===== config.mk =====
export PLATFORM = sky130hd
export DESIGN_NAME = fsp_port
export DESIGN_NICKNAME = d
export VERILOG_FILES = /design/src/hw/fsp_pkg.sv /design/src/hw/fsp_edge_win.sv /design/src/hw/fsp_port.sv
export SDC_FILE = /design/constraint.sdc
export NUM_CORES = 1
export LEC_CHECK = 0
export BUFFER_PORTS_ARGS = -buffer_cell sky130_fd_sc_hd__buf_2
export CAP_MARGIN = 15
export CELL_PAD_IN_SITES_DETAIL_PLACEMENT = 1
export CELL_PAD_IN_SITES_GLOBAL_PLACEMENT = 1
export CORE_ASPECT_RATIO = 1.25
export CORE_UTILIZATION = 37
export DETAILED_ROUTE_END_ITERATION = 10
export GPL_TIMING_DRIVEN = 0
export PLACE_DENSITY_LB_ADDON = 0.1
export REMOVE_ABC_BUFFERS = 1
export SYNTH_ARGS = -nofsm -noshare
export SYNTH_HDL_FRONTEND = slang
export SYNTH_SLANG_ARGS = --single-unit

===== constraint.sdc =====
create_clock -name core_clk_i -period 9.48 [get_ports core_clk_i]
set_clock_uncertainty 0.2 [all_clocks]
set_input_delay 0.474 -clock core_clk_i [delete_from_list [all_inputs] [get_ports core_clk_i]]
set_output_delay 0.474 -clock core_clk_i [all_outputs]
set_load 0.01 [all_outputs]

===== src/hw/fsp_pkg.sv =====
package fsp_pkg;

  // Pin widths
  localparam int unsigned ADDR_W   = 20;
  localparam int unsigned HALF_W   = 16;
  localparam int unsigned RC_W     = 12;
  localparam int unsigned BANK_LSB = 15;
  localparam int unsigned BE_LSB   = 18;

  // Boot values and minimums of the timing set
  localparam logic [6:0] ACC_LEN_RST = 7'h14;
  localparam logic [6:0] ACC_LEN_MIN = 7'h02;
  localparam logic [3:0] REL_LEN_RST = 4'h4;
  localparam logic [4:0] DD_RST      = 5'h0a;
  localparam logic [3:0] EDGE_RST    = 4'h0;
  localparam logic [2:0] UNITS_RST   = 3'h0;
  localparam logic [2:0] CAS_LAT_RST = 3'h2;
  localparam logic [2:0] CAS_LAT_MIN = 3'h1;
  // Boot: select and output enable on reads only, write strobe never
  localparam logic [5:0] CTL_EN_RST  = 6'h03;

  // Per-operation strobe enable bit positions
  localparam int unsigned CE_RD_CS = 0;
  localparam int unsigned CE_RD_OE = 1;
  localparam int unsigned CE_RD_WE = 2;
  localparam int unsigned CE_WR_CS = 3;
  localparam int unsigned CE_WR_OE = 4;
  localparam int unsigned CE_WR_WE = 5;

  // Window slots; unit bits use the first three
  localparam int unsigned WIN_CS = 0;
  localparam int unsigned WIN_OE = 1;
  localparam int unsigned WIN_WE = 2;
  localparam int unsigned WIN_DD = 3;
  localparam int unsigned WIN_N  = 4;

  // Command encodings {row strobe, column strobe, rd_wr}, all low active
  localparam logic [2:0] CMD_NOP  = 3'h7;
  localparam logic [2:0] CMD_READ = 3'h5;

  // Last cycle index of a dynamic RAM command, which is held two cycles (one divided clock period)
  localparam logic [6:0] SD_CMD_LAST = 7'h01;

  typedef enum logic [2:0] {
    FSP_IDLE,
    FSP_FLASH,
    FSP_RELEASE,
    FSP_SD_CMD,
    FSP_SD_WAIT
  } fsp_state_t;

  typedef struct packed {
    logic       wide;
    logic       wr_en;
    logic [5:0] ctl_en;
    logic [6:0] acc_len;
    logic [3:0] rel_len;
    logic [4:0] dd;
    logic [3:0] csr_fall;
    logic [3:0] csr_rise;
    logic [3:0] csw_fall;
    logic [3:0] csw_rise;
    logic [3:0] oe_fall;
    logic [3:0] oe_rise;
    logic [3:0] we_fall;
    logic [3:0] we_rise;
    logic [2:0] units;
    logic [2:0] cas_lat;
    logic       clk_inv;
  } fsp_cfg_t;

endpackage


===== src/hw/fsp_edge_win.sv =====
`timescale 1ns/1ps
// Strobe window in half-cycle steps for one access cycle
module fsp_edge_win (
  input  wire logic [6:0] pos_i,   // Cycle index within access
  input  wire logic [6:0] len_i,   // Access length in cycles
  input  wire logic [4:0] fall_i,  // Offset after start
  input  wire logic [4:0] rise_i,  // Offset before end
  input  wire logic       unit_i,  // 1: phases, 0: cycles
  input  wire logic       en_i,    // Strobe used this access
  output logic      [1:0] act_o    // Active in first/second half
);

  // Offsets and positions all counted in phases
  always_comb begin
    logic [7:0] start_ph;
    logic [7:0] rise_ph;
    logic [7:0] tot_ph;
    logic [7:0] pos_ph;
    start_ph = '0;
    rise_ph  = '0;
    tot_ph   = '0;
    pos_ph   = '0;
    act_o    = '0;
    // Cycle units double the offsets
    start_ph = unit_i ? {3'h0, fall_i} : {2'h0, fall_i, 1'b0};
    rise_ph  = unit_i ? {3'h0, rise_i} : {2'h0, rise_i, 1'b0};
    tot_ph   = {len_i, 1'b0};
    pos_ph   = {pos_i, 1'b0};
    for (int h = 0; h < 2; h++) begin
      // Oversized offsets give an empty window instead of wrapping
      act_o[h] = en_i && (tot_ph > rise_ph) &&
                 ((pos_ph | 8'(h)) >= start_ph) &&
                 ((pos_ph | 8'(h)) < (tot_ph - rise_ph));
    end
  end

endmodule


===== src/hw/fsp_port.sv =====
`timescale 1ns/1ps
// Contract
// - Flash and dynamic RAM accesses never overlap
// - Flash on low data half, RAM high
// - Flash gets full unmultiplexed 20-bit address
// - RAM banks on lines 15,16; row/col 0-11
// - Wide RAM: low byte enables on 18,19
// - Wide RAM: byte-enable pins carry lanes 3,2
// - Separate low-active selects for both memories
// - Read/write pin serves Flash when writes enabled
// - Column strobe doubles as Flash output enable
// - RAM clock out, feedback captures read data
// - Pin roles set by software, not straps
// - Flash read asynchronously, no clock, no bursts
// - Arbitrary address and data on writes
// - Per-operation choice of select, write, output enable
// - Access length 2 to 127 cycles
// - Bus release 0 to 15 cycles after Flash
// - Write data starts 0-31 phases after start
// - Read select edges offset 0-15 units
// - Write select edges offset separately, 0-15
// - Read output enable edges offset 0-15
// - Write strobe edges offset 0-15 units
// - Boot access length is 20 cycles
// - Boot allows reads only, write strobe idle
module fsp_port #(
  parameter int unsigned ADDR_W = fsp_pkg::ADDR_W,  // Address pins
  parameter int unsigned HALF_W = fsp_pkg::HALF_W   // Data pins per half
) (
  input  wire logic        core_clk_i, // System clock
  input  wire logic        rst_b_i, // Sync reset, low
  input  wire logic        cfg_load_i, // Take cfg_* ports
  input  wire logic        cfg_wide_i, // 32-bit RAM fitted
  input  wire logic        cfg_flash_wr_en_i, // Flash writes allowed
  input  wire logic [5:0]  cfg_ctl_en_i, // Strobe use per op
  input  wire logic [6:0]  cfg_access_len_i, // Access cycles
  input  wire logic [3:0]  cfg_release_len_i, // Release cycles
  input  wire logic [4:0]  cfg_data_delay_i, // Data drive phases
  input  wire logic [3:0]  cfg_sel_fall_read_i, // Read select fall
  input  wire logic [3:0]  cfg_sel_rise_read_i, // Read select rise
  input  wire logic [3:0]  cfg_sel_fall_write_i, // Write select fall
  input  wire logic [3:0]  cfg_sel_rise_write_i, // Write select rise
  input  wire logic [3:0]  cfg_oe_fall_read_i, // Output enable fall
  input  wire logic [3:0]  cfg_oe_rise_read_i, // Output enable rise
  input  wire logic [3:0]  cfg_wr_fall_i, // Write strobe fall
  input  wire logic [3:0]  cfg_wr_rise_i, // Write strobe rise
  input  wire logic [2:0]  cfg_phase_units_i, // Phase units cs/oe/we
  input  wire logic [2:0]  cfg_cas_lat_i, // RAM read latency
  input  wire logic        cfg_clk_invert_i, // RAM clock polarity
  output logic             cfg_wide_o, // Loaded width
  output logic             cfg_flash_wr_en_o, // Loaded write enable
  input  wire logic        req_valid_i, // Request offered
  output logic             req_ready_o, // Request taken
  input  wire logic        req_flash_i, // 1 Flash, 0 RAM
  input  wire logic        req_write_i, // Flash write
  input  wire logic [19:0] req_addr_i, // Flash address
  input  wire logic [1:0]  req_bank_i, // RAM bank
  input  wire logic [11:0] req_row_col_i, // RAM row or column
  input  wire logic [2:0]  req_cmd_i, // RAM command bits
  input  wire logic [31:0] req_wdata_i, // Write data
  input  wire logic [3:0]  req_be_n_i, // Byte enables, low
  output logic             rsp_valid_o, // Access done pulse
  output logic             rsp_err_o, // Refused write
  output logic [31:0]      rsp_data_o, // Read data
  output logic             busy_o, // Not idle
  output logic [19:0]      addr_o, // Shared address
  input  wire logic [15:0] flash_d_i, // Flash data in
  output logic [15:0]      flash_d_o, // Flash data out
  output logic [1:0]       flash_d_oe_n_o, // Drive, per half
  input  wire logic [15:0] sdram_d_i, // RAM data in
  output logic [15:0]      sdram_d_o, // RAM data out
  output logic             sdram_d_oe_n_o, // Drive, low
  output logic [1:0]       flash_cs_n_o, // Flash select halves
  output logic             sdram_cs_n_o, // RAM select
  output logic             ras_n_o, // Row strobe
  output logic [1:0]       cas_n_o, // Column strobe / OE
  output logic [1:0]       rd_wr_n_o, // Read/write strobe
  output logic [1:0]       byte_lane_en_n_o, // Byte enables pins
  output logic             dyn_ram_clk_out_o, // RAM clock
  input  wire logic        dyn_ram_clk_feedback_i // RAM clock back
);

  // Pin widths are fixed by the board wiring
  if (ADDR_W != 20 || HALF_W != 16) begin : g_chk
    $error("fsp_port supports only 20 address and 16 data pins");
  end

  typedef struct packed {
    fsp_pkg::fsp_state_t st;       // Sequencer state
    fsp_pkg::fsp_cfg_t   cfg;      // Software timing set
    logic [6:0]          cyc;      // Cycle within access
    logic [3:0]          rel;      // Release cycles left
    logic [2:0]          lat;      // Feedback edges left
    logic                op_wr;    // Flash write in progress
    logic                op_rd;    // RAM read in progress
    logic                clk_div;  // Divided RAM clock
    logic [1:0]          fb_s;     // Feedback synchroniser
    logic                fb_q;     // Feedback previous
    logic [15:0]         fd_s1;    // Flash data stage 1
    logic [15:0]         fd_s2;    // Flash data stage 2
    logic [15:0]         sd_s1;    // RAM data stage 1
    logic [15:0]         sd_s2;    // RAM data stage 2
    logic [19:0]         addr;     // Address pins
    logic [15:0]         fd_out;   // Flash data pins
    logic [1:0]          fd_oe_n;  // Flash data drive
    logic [15:0]         sd_out;   // RAM data pins
    logic                sd_oe_n;  // RAM data drive
    logic [1:0]          fcs_n;    // Flash select
    logic                scs_n;    // RAM select
    logic                ras_n;    // Row strobe
    logic [1:0]          cas_n;    // Column strobe
    logic [1:0]          rdwr_n;   // Read/write strobe
    logic [1:0]          be_n;     // Byte enable pins
    logic                rsp_v;    // Response pulse
    logic                rsp_e;    // Response error
    logic [31:0]         rsp_d;    // Response data
  } fsp_port_st_t;

  fsp_port_st_t r;        // Registered state
  fsp_port_st_t n;        // Next state

  logic       flash_go; // Flash access starts
  logic       flash_bad; // Flash write refused
  logic       sd_go; // RAM command starts
  logic       last_cyc; // Final access cycle
  logic       nx_in; // Next cycle in access
  logic [6:0] nx_pos; // Next cycle index
  logic       nx_wr; // Next access is a write
  logic [4:0] w_fall [fsp_pkg::WIN_N]; // Window fall offsets
  logic [4:0] w_rise [fsp_pkg::WIN_N]; // Window rise offsets
  logic       w_unit [fsp_pkg::WIN_N]; // Window unit selects
  logic       w_en   [fsp_pkg::WIN_N]; // Window enables
  logic [1:0] w_act  [fsp_pkg::WIN_N]; // Window outputs

  // Pick one bit of the per-operation enable set
  function automatic logic ctl_bit(input logic [5:0] en, input logic wr,
                                   input int unsigned rd_pos,
                                   input int unsigned wr_pos);
    ctl_bit = wr ? en[wr_pos] : en[rd_pos];
  endfunction

  // Start decisions; one sequencer serialises both memories
  assign flash_bad = req_write_i && !r.cfg.wr_en;
  assign flash_go  = (r.st == fsp_pkg::FSP_IDLE) && req_valid_i && req_flash_i
                     && !flash_bad;
  // RAM commands align to the low phase of the divided clock
  assign sd_go     = (r.st == fsp_pkg::FSP_IDLE) && req_valid_i && !req_flash_i
                     && !r.clk_div;
  assign req_ready_o = (r.st == fsp_pkg::FSP_IDLE) &&
                       (req_flash_i || !r.clk_div);
  assign last_cyc  = r.cyc == (r.cfg.acc_len - 7'h01);
  assign nx_in     = flash_go || (r.st == fsp_pkg::FSP_FLASH && !last_cyc);
  assign nx_pos    = (r.st == fsp_pkg::FSP_FLASH) ? r.cyc + 7'h01 : 7'h00;
  assign nx_wr     = flash_go ? req_write_i : r.op_wr;

  // Window parameters for the coming cycle
  always_comb begin
    w_fall[fsp_pkg::WIN_CS] = nx_wr ? {1'b0, r.cfg.csw_fall}
                                    : {1'b0, r.cfg.csr_fall};
    w_rise[fsp_pkg::WIN_CS] = nx_wr ? {1'b0, r.cfg.csw_rise}
                                    : {1'b0, r.cfg.csr_rise};
    w_fall[fsp_pkg::WIN_OE] = {1'b0, r.cfg.oe_fall};
    w_rise[fsp_pkg::WIN_OE] = {1'b0, r.cfg.oe_rise};
    w_fall[fsp_pkg::WIN_WE] = {1'b0, r.cfg.we_fall};
    w_rise[fsp_pkg::WIN_WE] = {1'b0, r.cfg.we_rise};
    w_fall[fsp_pkg::WIN_DD] = r.cfg.dd;
    w_rise[fsp_pkg::WIN_DD] = 5'h00;
    w_unit[fsp_pkg::WIN_CS] = r.cfg.units[fsp_pkg::WIN_CS];
    w_unit[fsp_pkg::WIN_OE] = r.cfg.units[fsp_pkg::WIN_OE];
    w_unit[fsp_pkg::WIN_WE] = r.cfg.units[fsp_pkg::WIN_WE];
    w_unit[fsp_pkg::WIN_DD] = 1'b1;
    // Software picks which strobes each operation uses
    w_en[fsp_pkg::WIN_CS] = nx_in && ctl_bit(r.cfg.ctl_en, nx_wr,
                            fsp_pkg::CE_RD_CS, fsp_pkg::CE_WR_CS);
    w_en[fsp_pkg::WIN_OE] = nx_in && ctl_bit(r.cfg.ctl_en, nx_wr,
                            fsp_pkg::CE_RD_OE, fsp_pkg::CE_WR_OE);
    // Write strobe reaches the Flash only once writes are enabled
    w_en[fsp_pkg::WIN_WE] = nx_in && r.cfg.wr_en &&
                            ctl_bit(r.cfg.ctl_en, nx_wr,
                            fsp_pkg::CE_RD_WE, fsp_pkg::CE_WR_WE);
    w_en[fsp_pkg::WIN_DD] = nx_in && nx_wr;
  end

  // One window per strobe plus the data drive
  for (genvar i = 0; i < fsp_pkg::WIN_N; i++) begin : g_win
    fsp_edge_win u_win (
      .pos_i  (nx_pos),
      .len_i  (r.cfg.acc_len),
      .fall_i (w_fall[i]),
      .rise_i (w_rise[i]),
      .unit_i (w_unit[i]),
      .en_i   (w_en[i]),
      .act_o  (w_act[i])
    );
  end

  // Sequencer and pin drive
  always_comb begin
    n = r;
    n.rsp_v = 1'b0;
    n.rsp_e = 1'b0;
    // Pin samples pass two flops before use
    n.fb_s  = {r.fb_s[0], dyn_ram_clk_feedback_i};
    n.fb_q  = r.fb_s[1];
    n.fd_s1 = flash_d_i;
    n.fd_s2 = r.fd_s1;
    n.sd_s1 = sdram_d_i;
    n.sd_s2 = r.sd_s1;
    // Free-running divided clock for the RAM
    n.clk_div = ~r.clk_div;
    // Timing set is taken only between accesses
    if (cfg_load_i && r.st == fsp_pkg::FSP_IDLE) begin
      n.cfg.wide     = cfg_wide_i;
      n.cfg.wr_en    = cfg_flash_wr_en_i;
      n.cfg.ctl_en   = cfg_ctl_en_i;
      // Lengths below the minimum are raised to it
      n.cfg.acc_len  = (cfg_access_len_i < fsp_pkg::ACC_LEN_MIN)
                       ? fsp_pkg::ACC_LEN_MIN : cfg_access_len_i;
      n.cfg.rel_len  = cfg_release_len_i;
      n.cfg.dd       = cfg_data_delay_i;
      n.cfg.csr_fall = cfg_sel_fall_read_i;
      n.cfg.csr_rise = cfg_sel_rise_read_i;
      n.cfg.csw_fall = cfg_sel_fall_write_i;
      n.cfg.csw_rise = cfg_sel_rise_write_i;
      n.cfg.oe_fall  = cfg_oe_fall_read_i;
      n.cfg.oe_rise  = cfg_oe_rise_read_i;
      n.cfg.we_fall  = cfg_wr_fall_i;
      n.cfg.we_rise  = cfg_wr_rise_i;
      n.cfg.units    = cfg_phase_units_i;
      n.cfg.cas_lat  = (cfg_cas_lat_i == 3'h0) ? fsp_pkg::CAS_LAT_MIN
                                               : cfg_cas_lat_i;
      n.cfg.clk_inv  = cfg_clk_invert_i;
    end
    // Flash strobes and data drive from the windows
    n.fcs_n   = ~w_act[fsp_pkg::WIN_CS];
    n.fd_oe_n = ~w_act[fsp_pkg::WIN_DD];
    case (r.st)
      fsp_pkg::FSP_IDLE: begin
        n.cyc = 7'h00;
        // Idle: RAM pins at no-operation, Flash data floating
        n.cas_n   = 2'b11;
        n.rdwr_n  = 2'b11;
        n.sd_oe_n = 1'b1;
        if (flash_go) begin
          n.st     = fsp_pkg::FSP_FLASH;
          n.op_wr  = req_write_i;
          n.addr   = req_addr_i;
          n.fd_out = req_wdata_i[15:0];
          n.cas_n  = ~w_act[fsp_pkg::WIN_OE];
          n.rdwr_n = ~w_act[fsp_pkg::WIN_WE];
        end else if (req_valid_i && req_flash_i && flash_bad) begin
          // Writes refused until enabled; nothing moves on the pins
          n.rsp_v = 1'b1;
          n.rsp_e = 1'b1;
        end else if (sd_go) begin
          n.st    = fsp_pkg::FSP_SD_CMD;
          n.op_rd = req_cmd_i == fsp_pkg::CMD_READ;
          n.addr  = '0;
          n.addr[fsp_pkg::BANK_LSB +: 2] = req_bank_i;
          n.addr[fsp_pkg::RC_W-1:0]      = req_row_col_i;
          if (r.cfg.wide) begin
            n.addr[fsp_pkg::BE_LSB +: 2] = req_be_n_i[1:0];
            n.be_n   = req_be_n_i[3:2];
            n.fd_out = req_wdata_i[15:0];
            n.sd_out = req_wdata_i[31:16];
          end else begin
            n.be_n   = req_be_n_i[1:0];
            n.sd_out = req_wdata_i[15:0];
          end
          n.scs_n  = 1'b0;
          n.ras_n  = req_cmd_i[2];
          n.cas_n  = {2{req_cmd_i[1]}};
          n.rdwr_n = {2{req_cmd_i[0]}};
          // Data lanes driven only for write commands
          n.sd_oe_n = req_cmd_i[0];
          n.fd_oe_n = {2{req_cmd_i[0] | ~r.cfg.wide}};
        end
      end
      fsp_pkg::FSP_FLASH: begin
        n.cas_n  = ~w_act[fsp_pkg::WIN_OE];
        n.rdwr_n = ~w_act[fsp_pkg::WIN_WE];
        if (last_cyc) begin
          // Read data latched at the end of the cycle
          n.rsp_v = 1'b1;
          if (!r.op_wr) begin
            n.rsp_d = {16'h0000, r.fd_s2};
          end
          n.rel = r.cfg.rel_len;
          n.st  = (r.cfg.rel_len == 4'h0) ? fsp_pkg::FSP_IDLE
                                          : fsp_pkg::FSP_RELEASE;
        end else begin
          n.cyc = r.cyc + 7'h01;
        end
      end
      fsp_pkg::FSP_RELEASE: begin
        // Shared bus left floating; no access may start
        n.fd_oe_n = 2'b11;
        n.sd_oe_n = 1'b1;
        n.rel     = r.rel - 4'h1;
        if (r.rel == 4'h1) begin
          n.st = fsp_pkg::FSP_IDLE;
        end
      end
      fsp_pkg::FSP_SD_CMD: begin
        n.fd_oe_n = r.fd_oe_n;
        if (r.cyc == fsp_pkg::SD_CMD_LAST) begin
          // Command held one divided period, then no-operation
          {n.ras_n, n.cas_n[0], n.rdwr_n[0]} = fsp_pkg::CMD_NOP;
          n.cas_n[1]  = 1'b1;
          n.rdwr_n[1] = 1'b1;
          n.scs_n   = 1'b1;
          n.sd_oe_n = 1'b1;
          n.fd_oe_n = 2'b11;
          n.lat     = r.cfg.cas_lat;
          n.cyc     = 7'h00;
          if (r.op_rd) begin
            n.st = fsp_pkg::FSP_SD_WAIT;
          end else begin
            n.rsp_v = 1'b1;
            n.st    = fsp_pkg::FSP_IDLE;
          end
        end else begin
          n.cyc = r.cyc + 7'h01;
        end
      end
      fsp_pkg::FSP_SD_WAIT: begin
        // Count returned clock edges, then capture the lanes
        if (r.fb_s[1] && !r.fb_q) begin
          n.lat = r.lat - 3'h1;
          if (r.lat == 3'h1) begin
            n.rsp_v = 1'b1;
            n.rsp_d = r.cfg.wide ? {r.sd_s2, r.fd_s2}
                                 : {16'h0000, r.sd_s2};
            n.st    = fsp_pkg::FSP_IDLE;
          end
        end
      end
      default: begin
        n.st = fsp_pkg::FSP_IDLE;
      end
    endcase
  end

  // State register with boot defaults
  always_ff @(posedge core_clk_i) begin
    if (!rst_b_i) begin
      r              <= '0;
      r.st           <= fsp_pkg::FSP_IDLE;
      r.cfg.ctl_en   <= fsp_pkg::CTL_EN_RST;
      r.cfg.acc_len  <= fsp_pkg::ACC_LEN_RST;
      r.cfg.rel_len  <= fsp_pkg::REL_LEN_RST;
      r.cfg.dd       <= fsp_pkg::DD_RST;
      r.cfg.csr_fall <= fsp_pkg::EDGE_RST;
      r.cfg.csr_rise <= fsp_pkg::EDGE_RST;
      r.cfg.csw_fall <= fsp_pkg::EDGE_RST;
      r.cfg.csw_rise <= fsp_pkg::EDGE_RST;
      r.cfg.oe_fall  <= fsp_pkg::EDGE_RST;
      r.cfg.oe_rise  <= fsp_pkg::EDGE_RST;
      r.cfg.we_fall  <= fsp_pkg::EDGE_RST;
      r.cfg.we_rise  <= fsp_pkg::EDGE_RST;
      r.cfg.units    <= fsp_pkg::UNITS_RST;
      r.cfg.cas_lat  <= fsp_pkg::CAS_LAT_RST;
      r.fd_oe_n      <= 2'b11;
      r.sd_oe_n      <= 1'b1;
      r.fcs_n        <= 2'b11;
      r.scs_n        <= 1'b1;
      r.ras_n        <= 1'b1;
      r.cas_n        <= 2'b11;
      r.rdwr_n       <= 2'b11;
      r.be_n         <= 2'b11;
    end else begin
      r <= n;
    end
  end

  // Outputs straight from the state register
  assign cfg_wide_o        = r.cfg.wide;
  assign cfg_flash_wr_en_o = r.cfg.wr_en;
  assign busy_o            = r.st != fsp_pkg::FSP_IDLE;
  assign rsp_valid_o       = r.rsp_v;
  assign rsp_err_o         = r.rsp_e;
  assign rsp_data_o        = r.rsp_d;
  assign addr_o            = r.addr;
  assign flash_d_o         = r.fd_out;
  assign flash_d_oe_n_o    = r.fd_oe_n;
  assign sdram_d_o         = r.sd_out;
  assign sdram_d_oe_n_o    = r.sd_oe_n;
  assign flash_cs_n_o      = r.fcs_n;
  assign sdram_cs_n_o      = r.scs_n;
  assign ras_n_o           = r.ras_n;
  assign cas_n_o           = r.cas_n;
  assign rd_wr_n_o         = r.rdwr_n;
  assign byte_lane_en_n_o  = r.be_n;
  // Polarity flip is a flop output xor, no clock gating
  assign dyn_ram_clk_out_o = r.clk_div ^ r.cfg.clk_inv;

endmodule


==> metrics, run 1 <==
status=completed; leakage=6.96 nW; GPL Wtd Cong=0.829; GRT Resource Usage Total=22.3%; crit path kind=flop to flop; first-pass GRT wire length=62,700 um; headroom to the max-slew limit=18.8%; max-slew violation count=0; Post-Synthesis Cells=1,505; Area contributors post-synth=dfxtp_1, nand2_1, ha_1, mux2i_1, buf_4; PortBufs=278; # Max-Cap Violations=0; worst-path cell chain=nor3_4, a41oi_1, nor2_4, mux2i_1, nand2_1, o21ai_0, ha_1, or3_1, o31ai_1, nor2_1, o311ai_1, ha_1, a21oi_1, nor2b_1, o21ai_0, o2111ai_1, a2111o_1, a311o_1; GRT Residual Overflow=0; first-iteration detailed-routing DRC count=479; total CTS buffers=29; Via Count=11,400; final hold viol count=0; CP Launch Type=flop; post-DP HPWL=27,700 um; Least-Margin Pin Slew=1.22 ns; Synth Warn #=0; area leader, netlist=dfxtp_1; CP max stage cell=dfxtp_1; drt first pass iters=4; DRT Wirelength=39,700 um; setup bufs post-CTS=0; Distinct cells, synth=73; share of cells above drive strength 1=21.2%; period utilization=61.3%; TritonCTS clock tree=done; Ports=279; Crit. End Element=flop; fillcell total=4,041; initial antenna violation count=4; worst vdd ir=0.000130 V; RSZ-0062 raised after global routing=no; vias in the first global route=11,900; Commonest cells post-synth=nand2_1, dfxtp_1, a21oi_1; Yosys reg bits=249; Post-CTS Hold Fix Bufs=132; drt wl/cell=17.8 um; # setup viols final=0; die width=168 um; Worst Path Required=9.71 ns; Post-Syn Area=12,800 sq um; sequential element share of the synthesized area=39.0%; Hold Path Class=input port to flop; setup TNS=0 ns; power per cell area=219 nW/um^2; clock slew at reported path FFs=0.07 ns; Worst-Skew Late Latency=0.57 ns; ys flop type=dfxtp_1; EDFF count, synth=0; CP max FO=19; Post-CTS Resized=0; Syn-to-layout area delta=27.5%; share of the synthesized area in the top cell type=39.0%; Final ANT Viol Nets=0; area of the core=33,800 sq um; routed vias/inst=5.12; largest net degree at the start of global routing=86; Die ar.=35,300 sq um; Die Y=210 um; Nets=2,021; asr flop ratio synth=0%; clk sinks=249; FMAX=0.172 GHz; slowest cell delay on critical path=0.55 ns; Starting Density=37.9%; count leader, synth=nand2_1; FP Rows=75; Max Root-Sink Buffers=3; htree depth=1; final total power=3.57 mW; Clock Root Buffer=clkbuf_16; DRC viols=0; fin crit period=5.81 ns; syn_area_per_cell=8.50 sq um; CP arrival=6.04 ns
-- path summary, 6_finish.rpt --
path	start	end	slack, ns	cells after the start
worst max-delay path	r[247]	flash_cs_n_o[0]	3.67	18
worst min-delay path	req_bank_i[0]	addr_o[15]	0.02	3
worst max register to register	r[247]	flash_cs_n_o[0]	3.67	18
worst min register to register	n[105]	r[105]	0.23	1
-- power by group --
part	internal, mW	switching (mW)	total [mW]
logic	0.441	0.572	1.01
clock network	0.811	0.476	1.29
registers	1.16	0.117	1.27
-- state kept, by name (all words and copies together) (netlist names) --
name               cells
r                    114
n                     34
rsp_data_o            32
addr_o                20
flash_d_o             16
sdram_d_o             16
byte_lane_en_n_o       2
cas_n_o                2
flash_cs_n_o           2
flash_d_oe_n_o         2
rd_wr_n_o              2
cfg_flash_wr_en_o      1
cfg_wide_o             1
ras_n_o                1
rsp_err_o              1
rsp_valid_o            1
sdram_cs_n_o           1
sdram_d_oe_n_o         1
-- logic make-up after synthesis --
family	Yosys count	share of synthesized area (%)
and+or+nand+nor	534	19.7
muxes	91	7.30
buffers and inverters	225	9.65
xor gates and xnor gates	29	1.98
adders and majority gates	70	7.02
AOI/OAI and AO/OA	307	15.4
DFF	249	39.0
-- critical path, delay by kind of cell (launching register included) --
kind                       cells  cell delay (ns)
AOI/OAI and AO/OA              9             2.60
muxes                          1             0.19
and+or+nand+nor                6             1.54
DFF                            1             0.55
adders and majority gates      2             0.57
-- routing by layer --
layer	part of all wire, %	wire (um)	track usage [%]	vias up
li1	-	-	-	5614
met1	40	15900	24.9	5441
met2	52	20600	42.0	254
met3	4.9	1940	3.60	78
met4	3.2	1260	8.15	0
met5	0	0	0	-
-- area by class of cell --
cell class                 instances  area, sq um  share of cell area, %
timing repair buffer             421         2920                   17.9
antenna                            4         10.0                 0.0614
clock inverter                    20          323                   1.98
inverter                          44          168                   1.03
multi-input combinational       1031         6600                   40.4
sequential                       249         4990                   30.6
tap                              423          529                   3.24
clock buffer                      34          785                   4.81
-- cell usage in the layout, fill, tap and decap left out, types with 16 or more instances in the layout --
cell type	instances
buf_2	277
nand2_1	271
dfxtp_1	248
a21oi_1	138
dlygate4sd3_1	132
mux2i_1	72
and2_1	71
ha_1	67
nor2_1	55
inv_1	42
o21ai_0	30
clkbuf_16	29
xnor2_1	24
nand3_1	22
a211oi_1	22
a22oi_1	20
mux2_2	18
nor3_1	17
nand2b_1	16
-- through the flow --
step | setup slack, ns | cells | util, % | hold slack, ns | cell area, sq um
floorplan | 4.80 | 1324 | - | 0.212 | 11700
global placement | 2.45 | 2025 | 40.4 | 0.214 | 13600
detailed placement | 3.67 | 2035 | 41.0 | 0.221 | 13800
CTS | 3.62 | 2221 | 48.2 | 0.000531 | 16300
global route | 3.28 | 2225 | 48.3 | 0.0249 | 16300
finish | 3.67 | 2226 | 48.3 | 0.0240 | 16300
No activity file was read; power rests on OpenSTA's default activity.
==> run 2, diff against run 1 <==
Clock period 9.48 ns to 6.1 ns, I/O delays scaled along.
==> run 2 against run 1 <==
Net effect: clock power grew 55%; die area is the same; non-clock buffer count grew 43; core utilization grew 1.2 points; largest cell class unchanged; largest power group unchanged; combinational power grew 60%; critical path type unchanged; global-route usage grew 0.66 points; highest routed layer unchanged; via count grew 2.0%.
==> metrics, run 2 (synthesis results as in run 1) <==
status=completed; met2 WL post-DR=21,300 um; clock share of power=35.8%; most frequent cells in the layout=buf_2, nand2_1, dfxtp_1; Hold Path Class=input port to flop; fillcell total=4,029; switching part of the total power=32.6%; GPL Wtd Cong=0.829; worst-path cell chain=nor3_4, a41oi_1, nor3_1, nor3_1, a21oi_1, ha_1, or3_1, o31ai_1, nor2_1, o311ai_1, ha_1, a21oi_1, nor2b_1, o21ai_0, o2111ai_1, a2111o_1, a311o_1; Final Cell Area=16,700 sq um; Worst-Skew Late Latency=0.57 ns; Least-Margin Pin Slew=1.23 ns; period utilization=93.3%; area of the multi-input gates=6600 sq um; Largest Register=r; routed vias/inst=5.12; drt first pass iters=4; FP Rows=75; Max Root-Sink Buffers=3; CP Launch Type=flop; CP max stage cell=dfxtp_1; initial antenna violation count=2; Via Count=11,600; headroom to the max-slew limit=17.9%; post-DP HPWL=27,700 um; Worst Path Required=6.33 ns; Clock Root Buffer=clkbuf_16; slowest cell delay on critical path=0.81 ns; largest net degree at the start of global routing=86; metal3 WL=1850 um; vias in the first global route=12,200; Syn-to-layout area delta=30.8%; register area=4990 sq um; drt wl/cell=18.0 um; PortBufs=278; crit path kind=flop to flop; Nets=2,064; Sequential Power Share=35.3%; leakage=7.12 nW; area of the core=33,800 sq um; total CTS buffers=29; DRC viols=0; GRT Residual Overflow=0; TritonCTS clock tree=done; Crit. End Element=flop; fin worst setup slack=0.410 ns; first-iteration detailed-routing DRC count=569; first-pass GRT wire length=64,500 um; clk sinks=249; Ports=279; max FFs per register=114; Die Y=210 um; final hold viol count=0; worst vdd ir=0.000212 V; GRT Resource Usage Total=22.9%; dpl cell area=13,800 sq um; # setup viols final=0; CP arrival=5.92 ns; Setup WS pre-CTS=0.292 ns; power per cell area=334 nW/um^2; fin crit period=5.69 ns; clock slew at reported path FFs=0.07 ns; commonest non-fill, non-tap cell in the layout=buf_2; share of cells above drive strength 1=20.8%; P_sw=1.83 mW; Die ar.=35,300 sq um; max-slew violation count=0; RSZ-0062 raised after global routing=no; DRT Wirelength=40,900 um; die width=168 um; FMAX=0.176 GHz; Logic pwr share=28.9%; Final ANT Viol Nets=0; Met1 Routed Length=16,400 um; Internal=3.77 mW; final core utilization=49.5%; max layer used=met4; # Max-Cap Violations=0; htree depth=1; Starting Density=37.9%; CP max FO=19
run 2: changes by cell type in the layout (fill, tap and decap cells not counted):
cell,change
dlygate4sd3_1,+41
buf_4,+2
diode_2,-2
run 2: power by group through the flow:
stage / registers (mW) / clock network [mW] / logic [mW]
2_1_floorplan: 1.98 / 0 / 0.992
3_3_place_gp: 2.01 / 0 / 1.45
3_5_place_dp: 2.01 / 0 / 1.51
4_1_cts: 1.98 / 2.05 / 1.62
5_1_grt: 2.01 / 2.12 / 1.81
6_report: 1.98 / 2.00 / 1.62
run 2: metrics by stage:
step                std cells  hold slack [ns]  power [mW]  setup TNS [ns]
global placement         2025            0.214        3.46          -33.83
floorplan                1324            0.167        2.97               0
global route             2266           0.0850        5.94               0
finish                   2267           0.0734        5.60               0
CTS                      2262           0.0301        5.65               0
detailed placement       2035            0.221        3.52               0
run 2: per-layer routing:
metal / track usage, % / vias up
met4: 8.81 / 0
li1: - / 5700
met1: 25.4 / 5563
met3: 3.60 / 84
met2: 43.4 / 269
met5: 0 / -
run 2: worst max-delay path, delay by kind of cell (launching register included):
family,cells,cell delay (ns)
adder cells (fa/ha/maj),2,0.56
flip-flops,1,0.81
AND/OR/NAND/NOR,6,1.10
AO/OA/AOI/OAI,9,2.88
run 2: final cells by class:
cell class,instances,area share (%)
multi-input cells,1031,39.4
flip-flops and latches,249,29.8
repair buffers,464,20.0
clock buffers,34,4.69
well taps,423,3.16
clock inverters,20,1.93
inverters,44,1.00
diodes,2,0.0299
run 2: final timing paths:
path / startpoint / to / slack, ns / cells after the start
worst max-delay path: r[247] / flash_cs_n_o[0] / 0.41 / 17
worst min-delay path: req_valid_i / r[247] / 0.07 / 5
worst max register to register: r[247] / flash_cs_n_o[0] / 0.41 / 17
worst min register to register: n[105] / r[105] / 0.22 / 1
run 2: repair_timing:
item | in CTS | in global routing
endpoints found under the setup margin | 0 | 2
setup buffers | 0 | 2
resized for setup | 0 | 0
hold endpoints to repair | 154 | 0
hold buffers | 173 | 0
